File: config.mk
export PLATFORM = sky130hd
export DESIGN_NAME = gsd_decoder
export DESIGN_NICKNAME = d
export VERILOG_FILES = /design/src/gsd_pkg.sv /design/src/gsd_decoder.sv
export VERILOG_INCLUDE_DIRS = /design/src /design/src/src
export SDC_FILE = /design/constraint.sdc
export NUM_CORES = 2
export LEC_CHECK = 0
export BUFFER_PORTS_ARGS = -buffer_cell sky130_fd_sc_hd__buf_2
export CAP_MARGIN = 20
export CORE_AREA = 3 3 401 403
export DETAILED_ROUTE_END_ITERATION = 6
export DIE_AREA = 0 0 404 406
export PLACE_DENSITY_LB_ADDON = 0.05
export REMOVE_ABC_BUFFERS = 1
export SLEW_MARGIN = 20
export SYNTH_ARGS = -nofsm -noshare
export SYNTH_HDL_FRONTEND = slang
export SYNTH_SLANG_ARGS = --single-unit
File: constraint.sdc
create_clock -name clk_sys -period 16.2 [get_ports clk_sys]
set_clock_uncertainty 0.1 [all_clocks]
set_input_delay 3.24 -clock clk_sys [delete_from_list [all_inputs] [get_ports clk_sys]]
set_output_delay 3.24 -clock clk_sys [all_outputs]
set_load 0.01 [all_outputs]
File: src/gsd_params.svh
// constants for the geometry stage state decoder: packet fields and codes
// assumes a 32-bit dword command stream
`ifndef GSD_PARAMS_SVH
`define GSD_PARAMS_SVH
`define GSD_CMD_TYPE 3'h3
`define GSD_CMD_SUBTYPE 2'h3
`define GSD_CMD_OPCODE 3'h0
`define GSD_CMD_SUBOP 8'h11
`define GSD_LEN_BIAS 8'h02
`define GSD_SAMPLER_MAX 3'h4
`define GSD_SCRATCH_MAX 4'hb
`define GSD_VSIZE_MAX 6'h3e
`define GSD_REG_ENABLE 4'h0
`define GSD_REG_STATUS 4'h1
`define GSD_REG_KERNEL 4'h2
`define GSD_REG_CTRL 4'h3
`define GSD_REG_SCRATCH 4'h4
`define GSD_REG_OUTPUT 4'h5
`endif

File: src/gsd_pkg.sv
// types for the geometry stage state decoder
// assumes gsd_params.svh supplies the numeric constants
package gsd_pkg;
  typedef struct packed {
    logic [25:0] kernelPtr;
    logic singleFlowMode;
    logic maskSourceSelect;
    logic [2:0] samplerHint;
    logic [7:0] bindingCount;
    logic highPriority;
    logic altFloatMode;
    logic [31:0] threadControlRegister;
    logic [21:0] scratchBase;
    logic [3:0] scratchSizeLog;
    logic [5:0] outVertexSize;
    logic [5:0] primitiveTopologyCode;
    logic [5:0] vertexReadLength;
    logic includeHandles;
  } gsd_state_t;
  typedef struct packed {
    logic [127:0] data;
    logic lastOfObject;
  } gsd_vertex_t;
  typedef enum logic [1:0] {ST_IDLE, ST_BODY, ST_SKIP} gsd_parse_t;
endpackage

File: src/gsd_decoder.sv
// geometry stage state packet decoder, vertex gather and bypass
// assumes command dwords and vertices arrive synchronous to clk_sys
//
// Chosen here: the placing of the registers and the address-and-strobe port.
`timescale 1ns/1ps
`include "gsd_params.svh"

module gsd_decoder (
  // clock and reset
  input wire logic clk_sys,
  input wire logic rst_n,
  // command stream
  input wire logic cmdValid,
  input wire logic [31:0] cmdData,
  output logic cmdReady,
  output logic cmdError,
  // upstream vertices
  input wire logic vtxInValid,
  input wire gsd_pkg::gsd_vertex_t vtxIn,
  output logic vtxInReady,
  // downstream vertices
  output logic vtxOutValid,
  output gsd_pkg::gsd_vertex_t vtxOut,
  output logic [5:0] vtxOutTopology,
  input wire logic vtxOutReady,
  // thread dispatch
  output logic threadValid,
  output logic [127:0] threadVerts [4],
  output logic [2:0] threadVertCount,
  output logic [31:0] threadScratchAddr,
  output gsd_pkg::gsd_state_t threadState,
  input wire logic threadReady,
  // register port
  input wire logic [3:0] regAddr,
  input wire logic [31:0] regWdata,
  input wire logic regWrite,
  input wire logic regRead,
  output logic [31:0] regRdata
);
  gsd_pkg::gsd_parse_t parseReg, parseNext;
  logic [7:0] remainReg, remainNext;
  logic [2:0] idxReg, idxNext;
  gsd_pkg::gsd_state_t stateReg, stateNext;
  logic errReg, errNext;
  logic enableReg, enableNext;
  logic [127:0] gatherReg [4];
  logic [127:0] gatherNext [4];
  logic [2:0] gcountReg, gcountNext;
  logic tvalidReg, tvalidNext;
  logic [127:0] tvertReg [4];
  logic [127:0] tvertNext [4];
  logic [2:0] tcountReg, tcountNext;
  logic [31:0] tscratchReg, tscratchNext;
  logic [6:0] tslotReg, tslotNext;
  logic ovalidReg, ovalidNext;
  gsd_pkg::gsd_vertex_t odataReg, odataNext;
  logic [31:0] rdataReg, rdataNext;
  logic [15:0] dispatchCntReg, dispatchCntNext;

  function automatic logic headerOk(input logic [31:0] d);
    headerOk = d[31:29] == `GSD_CMD_TYPE && d[28:27] == `GSD_CMD_SUBTYPE &&
      d[26:24] == `GSD_CMD_OPCODE && d[23:16] == `GSD_CMD_SUBOP;
  endfunction

  // 1 KB units times two to the field; field is capped at its valid top
  function automatic logic [31:0] scratchBytes(input logic [3:0] f);
    logic [3:0] s;
    s = (f > `GSD_SCRATCH_MAX) ? `GSD_SCRATCH_MAX : f;
    scratchBytes = 32'h0000_0400 << s;
  endfunction

  assign cmdReady = 1'b1;
  assign cmdError = errReg;

  always_comb begin
    parseNext = parseReg;
    remainNext = remainReg;
    idxNext = idxReg;
    stateNext = stateReg;
    errNext = errReg;
    if (cmdValid) begin
      case (parseReg)
        gsd_pkg::ST_IDLE: begin
          remainNext = cmdData[7:0] + 8'h01;
          idxNext = 3'h1;
          if (headerOk(cmdData)) begin
            parseNext = gsd_pkg::ST_BODY;
            errNext = 1'b0;
          end else begin
            parseNext = gsd_pkg::ST_SKIP;
            errNext = 1'b1;
          end
        end
        gsd_pkg::ST_BODY: begin
          case (idxReg)
            3'h1: stateNext.kernelPtr = cmdData[31:6];
            3'h2: begin
              stateNext.singleFlowMode = cmdData[31];
              stateNext.maskSourceSelect = cmdData[31] ? 1'b0 : cmdData[30];
              stateNext.samplerHint = (cmdData[29:27] > `GSD_SAMPLER_MAX) ?
                3'h0 : cmdData[29:27];
              stateNext.bindingCount = cmdData[25:18];
              stateNext.highPriority = cmdData[17];
              stateNext.altFloatMode = cmdData[16];
              stateNext.threadControlRegister = 32'h0;
              stateNext.threadControlRegister[12] = cmdData[13];
              stateNext.threadControlRegister[11] = cmdData[11];
              stateNext.threadControlRegister[13] = cmdData[7];
            end
            3'h3: begin
              stateNext.scratchBase = cmdData[31:10];
              stateNext.scratchSizeLog = cmdData[3:0];
            end
            3'h4: begin
              stateNext.outVertexSize = cmdData[28:23];
              stateNext.primitiveTopologyCode = cmdData[22:17];
              stateNext.vertexReadLength = cmdData[16:11];
              stateNext.includeHandles = cmdData[10];
            end
            default: ;
          endcase
          if (idxReg != 3'h7) idxNext = idxReg + 3'h1;
          remainNext = remainReg - 8'h01;
          if (remainReg == 8'h01) parseNext = gsd_pkg::ST_IDLE;
        end
        gsd_pkg::ST_SKIP: begin
          remainNext = remainReg - 8'h01;
          if (remainReg == 8'h01) parseNext = gsd_pkg::ST_IDLE;
        end
        default: parseNext = gsd_pkg::ST_IDLE;
      endcase
    end
  end

  // vertex path: a single output stage serves bypass, gather feeds dispatch
  logic outFree, thrFree, takeVtx;
  assign outFree = !ovalidReg || vtxOutReady;
  assign thrFree = !tvalidReg || threadReady;
  assign vtxInReady = enableReg ? thrFree : outFree;
  assign takeVtx = vtxInValid && vtxInReady;

  always_comb begin
    ovalidNext = ovalidReg && !vtxOutReady;
    odataNext = odataReg;
    gatherNext = gatherReg;
    gcountNext = gcountReg;
    tvalidNext = tvalidReg && !threadReady;
    tvertNext = tvertReg;
    tcountNext = tcountReg;
    tscratchNext = tscratchReg;
    tslotNext = tslotReg;
    dispatchCntNext = dispatchCntReg;
    if (takeVtx && !enableReg) begin
      ovalidNext = 1'b1;
      odataNext = vtxIn;
    end
    if (takeVtx && enableReg) begin
      gatherNext[gcountReg[1:0]] = vtxIn.data;
      // an object longer than four vertices is cut into four-vertex groups
      if (vtxIn.lastOfObject || gcountReg == 3'h3) begin
        tvalidNext = 1'b1;
        tvertNext = gatherNext;
        tcountNext = gcountReg + 3'h1;
        gcountNext = 3'h0;
        // each of 128 successive threads gets its own slice of the scratch area
        tscratchNext = {stateReg.scratchBase, 10'h0} +
          scratchBytes(stateReg.scratchSizeLog) * {25'h0, tslotReg};
        tslotNext = tslotReg + 7'h1;
        dispatchCntNext = dispatchCntReg + 16'h1;
      end else begin
        gcountNext = gcountReg + 3'h1;
      end
    end
  end

  always_comb begin
    enableNext = enableReg;
    rdataNext = 32'h0;
    if (regWrite && regAddr == `GSD_REG_ENABLE) enableNext = regWdata[0];
    if (regRead) begin
      case (regAddr)
        `GSD_REG_ENABLE: rdataNext = {31'h0, enableReg};
        `GSD_REG_STATUS: rdataNext = {dispatchCntReg, 13'h0, gcountReg};
        `GSD_REG_KERNEL: rdataNext = {stateReg.kernelPtr, 6'h0};
        `GSD_REG_CTRL: rdataNext = stateReg.threadControlRegister;
        `GSD_REG_SCRATCH: rdataNext = {stateReg.scratchBase, 6'h0, stateReg.scratchSizeLog};
        `GSD_REG_OUTPUT: rdataNext = {3'h0, stateReg.outVertexSize,
          stateReg.primitiveTopologyCode, stateReg.vertexReadLength,
          stateReg.includeHandles, 10'h0};
        default: rdataNext = 32'h0;
      endcase
    end
  end

  always_ff @(posedge clk_sys or negedge rst_n) begin
    if (!rst_n) begin
      parseReg <= gsd_pkg::ST_IDLE;
      remainReg <= 8'h0;
      idxReg <= 3'h0;
      stateReg <= '0;
      errReg <= 1'b0;
      enableReg <= 1'b0;
      gatherReg <= '{default: 128'h0};
      gcountReg <= 3'h0;
      tvalidReg <= 1'b0;
      tvertReg <= '{default: 128'h0};
      tcountReg <= 3'h0;
      tscratchReg <= 32'h0;
      tslotReg <= 7'h0;
      ovalidReg <= 1'b0;
      odataReg <= '0;
      rdataReg <= 32'h0;
      dispatchCntReg <= 16'h0;
    end else begin
      parseReg <= parseNext;
      remainReg <= remainNext;
      idxReg <= idxNext;
      stateReg <= stateNext;
      errReg <= errNext;
      enableReg <= enableNext;
      gatherReg <= gatherNext;
      gcountReg <= gcountNext;
      tvalidReg <= tvalidNext;
      tvertReg <= tvertNext;
      tcountReg <= tcountNext;
      tscratchReg <= tscratchNext;
      tslotReg <= tslotNext;
      ovalidReg <= ovalidNext;
      odataReg <= odataNext;
      rdataReg <= rdataNext;
      dispatchCntReg <= dispatchCntNext;
    end
  end

  assign vtxOutValid = ovalidReg;
  assign vtxOut = odataReg;
  assign vtxOutTopology = stateReg.primitiveTopologyCode;
  assign threadValid = tvalidReg;
  assign threadVerts = tvertReg;
  assign threadVertCount = tcountReg;
  assign threadScratchAddr = tscratchReg;
  assign threadState = stateReg;
  assign regRdata = rdataReg;
endmodule // gsd_decoder

# == Word-level counts from Yosys, hierarchy flattened ==
# Cells that the tools add are included.
# op_classes
n_addsub,7
mul,1
order_cmp,4
eq_ne,19
shift,1
muxes,20
bitwise,1
reduce_logical,33
# op_table
op,n
$bwmux 512,1
$demux 128 s2,1
$pmux 32 s6,1
$mux 128,1
$add 32x32->32,1
$mul 32x7->32,1
$mux 32,1
$shl 11x4->32 const A,1
$add 16x1->16 const B,1
$pmux 8 s2,1
$reduce_and 3->1,5
$eq 3x2->1 const B,4
$logic_and 1x1->1,10
$mux 3,3
$add 8x1->8 const B,1
$eq 4x2->1 const B,2
$eq 4x3->1 const B,2
$eq 8x1->1 const B,1
$eq 8x5->1 const B,1
$reduce_and 2->1,4
$sub 8x1->8 const B,1
$add 7x1->7 const B,1
$add 3x1->3 const B,2
$mux 1,6
24 further kinds,33
# word_totals
ff_bits,1352
in_bits,205
output_inout_bits,837
word_cells,123

# == Longest topological paths before layout ==
# logic_depth
ltp_word,6
depth_mapped,20
mapped_depth_nobuf,18

# == Least setup slack after synthesis ==
# No wires, ideal clock.
# synth_timing
kind,input to output
from,in vtxOutReady
to,out vtxInReady
arrival_ns,3.601
required_time_ns,12.860
setup_slack_ns,9.259
stages,3
path_buffers,0
cell_sequence,nand2b_1 > nor2_1 > a21oi_1
# synth_between
elab_chain_len,2
# synth_rtl
element,line_no,text
start: declaration,gsd_decoder.sv:25,"input wire logic vtxOutReady,"
$logic_or 1x1->1,gsd_decoder.sv:137,assign outFree = !ovalidReg || vtxOutReady;
$mux 1,gsd_decoder.sv:139,assign vtxInReady = enableReg ? thrFree : outFree;
end: declaration,gsd_decoder.sv:20,"output logic vtxInReady,"
# Every way passes these cells.

# == Final worst setup path ==
# Ends and elaborated chain as after synthesis.

==> metrics.txt <==
grt ovf 0; core area 158000 sq um; Clock power frac 25.5%; FF/Latch Area 33500 sq um; clk buf depth 3; setup repair bufs after CTS 0; Reg clk slew, reported paths 0.06 ns; max-slew violation count 0; vias in the first global route 40100; drt wl/cell 23.8 um; peak supply drop 0.109 mV; status complete, but fails checks; initial core utilization 37.8%; Port-buffer cells 968; Synth Instances 4909; top cell type's share of synthesized area 56.2%; IO Pins 1042; Required @ worst endpoint 12.86 ns; fill cell count 14900; Power per Cell Area 192 nW/um^2; Seq pwr share 40.0%; Gate power share 34.6%; DR vias 39800; Synth area leader dfrtp_1; Sw Ratio 35.3%; slowest CP cell nand2b_1; r2r worst-path depth 16; nets 6050; Tmin final 7.39 ns; Setup Viol. Count Final 0; failing checks design-rule violations; CTS sink cnt 1340; Hold Crit Class register to register; DP HPWL 126000 um; switching power 4.81 mW; Crit path buffers/inverters 2; CP most frequent cell buf_2; DRC Markers 2; Distinct cells, synth 64; Synth area leaders dfrtp_1 56%, mux2_2 13%, mux2i_1 8.6%; final worst-path cycle share 45.6%; Setup Total Neg Slack 0 ns; Seq/Total Area, Yosys 56.2%; Die X 404 um; Worst slew margin 26.7%; wirelength, routed 188000 um; Rows 146; cell family with most CP delay simple AND/OR/NAND/NOR gates; H-tree Lvls 4; initial antenna violation count 11; ANT nets after route 0; DRT Pass-1 Iters 7; Design Power 13.6 mW; CTS tree built; P_leak 33.1 nW; Post-synth EDFFs 0; Critical Path Max Stage Delay 0.33 ns; post-DR vias/cell 5.05; area grow syn2layout 18.8%; Internal 8.81 mW; CTS Buf Count 154; GRT Resource Usage Total 22.6%; Critical Path, Cell by Cell buf_2 > nand2b_1 > nor2_1 > a21oi_1 > buf_2; root buf cell clkbuf_16; pin count of the biggest net entering global routing 223; hold slack 0.367 ns; Data arrival, critical path 4.05 ns; crit-path max FO 3; Crit. path cell count 5; Die Area 164000 sq um; first-pass GRT wire length 276000 um; max cap viols 0; worst hold stages 2; Final Hold Viols 0; Worst-Skew Late Latency 0.78 ns; syn_area_per_cell 12.2 sq um; RSZ-0062 raised after global routing false; startpoint types input pin; Synth Flop Type dfrtp_1; Worst Setup SP vtxOutReady; Crit Reg-Reg Endpoint threadScratchAddr[29]; Reg-to-Reg Start threadState[21]; RePlAce Congestion 0.810; Async SR Flop Fraction 100%; Iter 0 DRT Violations 2261; CTS Hold Bufs 0; R2R Setup Slk 10.08 ns; crit path kind input pin to primary output; Worst Setup EP vtxInReady; CTS resizes 0; Peak Freq 135 MHz; area of the multi-input gates 23800 sq um; Worst-Margin Slew 1.10 ns; fraction of layout cells with a size suffix above 1 34.0%; Yosys warnings 0; Post-Syn Area 59700 sq um; #FFs+latches synth 1340; crit end category primary output; die extent in y 406 um
kinds of logic after synthesis:
kind of cell    Yosys count  share of synthesized area (%)
flops                  1340                           56.2
buf+inv                 605                           4.52
xor+xnor                 38                          0.557
compound gates          677                           6.14
simple gates            855                           6.03
mux                    1245                           22.4
other cells               2                         0.0126
fa+ha+maj               147                           4.20
worst reg2reg max path, delay by kind of cell, from the launching register on:
kind,cells,cell delay (ns)
adders and majority gates,5,2.43
buffers and inverters,2,0.09
DFF,1,0.76
AOI/OAI and AO/OA,1,0.17
and+or+nand+nor,8,2.48
state kept, by name, indices dropped and copies added (netlist names):
signal             count
cmdError               1
dispatchCntReg        16
enableReg              1
gatherReg            512
gcountReg              3
idxReg                 3
parseReg               2
regRdata              30
remainReg              8
threadScratchAddr     22
threadState           83
threadValid            1
threadVertCount        3
threadVerts          512
tslotReg               7
vtxOut               129
vtxOutTopology         6
vtxOutValid            1
worst min-delay path by stage:
stage | from | end | slack [ns]
6_report | threadScratchAddr[26] | threadScratchAddr[26] | 0.37
5_1_grt | threadScratchAddr[22] | threadScratchAddr[22] | 0.39
4_1_cts | threadScratchAddr[26] | threadScratchAddr[26] | 0.37
3_5_place_dp | threadScratchAddr[26] | threadScratchAddr[26] | 0.36
3_3_place_gp | threadScratchAddr[18] | threadScratchAddr[18] | 0.36
2_1_floorplan | dispatchCntReg[15] | dispatchCntReg[15] | 0.35
power by group through the flow:
stage	logic, mW	registers, mW	clock network, mW
2_1_floorplan	3.01	5.82	0
4_1_cts	4.82	5.45	3.57
5_1_grt	5.15	5.62	3.71
3_3_place_gp	4.76	5.45	0
3_5_place_dp	4.80	5.49	0
6_report	4.71	5.44	3.47
through the flow:
stage	instance area [sq um]	util (%)	cells	setup slack [ns]
after floorplan	57800	-	4511	-22.90
after global placement	65900	41.7	7613	8.81
after detailed placement	65900	41.7	7613	8.82
after CTS	70900	44.9	7878	8.82
after global routing	70900	44.9	7882	8.78
final	70900	44.9	7884	8.81
per-layer routing:
layer	vias up	track usage (%)	part of all wire, %
met5	-	0	0.014
met4	4	6.99	3.0
met3	233	6.63	6.6
met2	887	37.6	48
met1	20400	28.3	42
li1	18300	-	-
cell type report:
cell class | count | share of cell area, %
clock inverters | 39 | 0.715
diodes | 5 | 0.0176
multi-input cells | 3031 | 33.6
inverters | 140 | 0.741
well taps | 2072 | 3.66
clock buffers | 226 | 6.33
repair buffers | 1031 | 7.64
flip-flops and latches | 1340 | 47.3
synthesized netlist by cell type, drive strengths merged (7+ instances only):
master	count
a21o	7
a21oi	556
a222oi	19
a22oi	8
and2	45
and3	14
buf	378
clkbuf	87
dfrtp	1340
fa	89
ha	58
inv	140
mux2	729
mux2i	516
nand2	144
nand2b	10
nand3	29
nand4	14
nor2	558
nor2b	7
nor3	13
o21ai	42
xnor2	27
xor2	11
cell usage in the layout (no fill, tap or decap), types with 13 or more instances in the layout:
cell          n
clkbuf_8     34
mux2i_1     516
a222oi_1     19
nand3_1      28
conb_1       69
and3_1       13
fa_1         89
clkbuf_16   155
buf_2       967
buf_4        57
a21oi_1     555
nand4_1      14
xnor2_1      27
o21ai_0      38
ha_1         54
dfrtp_1    1340
and2_1       44
clkinv_2     19
clkbuf_1     37
mux2_2      691
mux2_1       38
nand2_1     140
nor2_1      557
inv_1       140
Power figures use the tool's default switching activity.
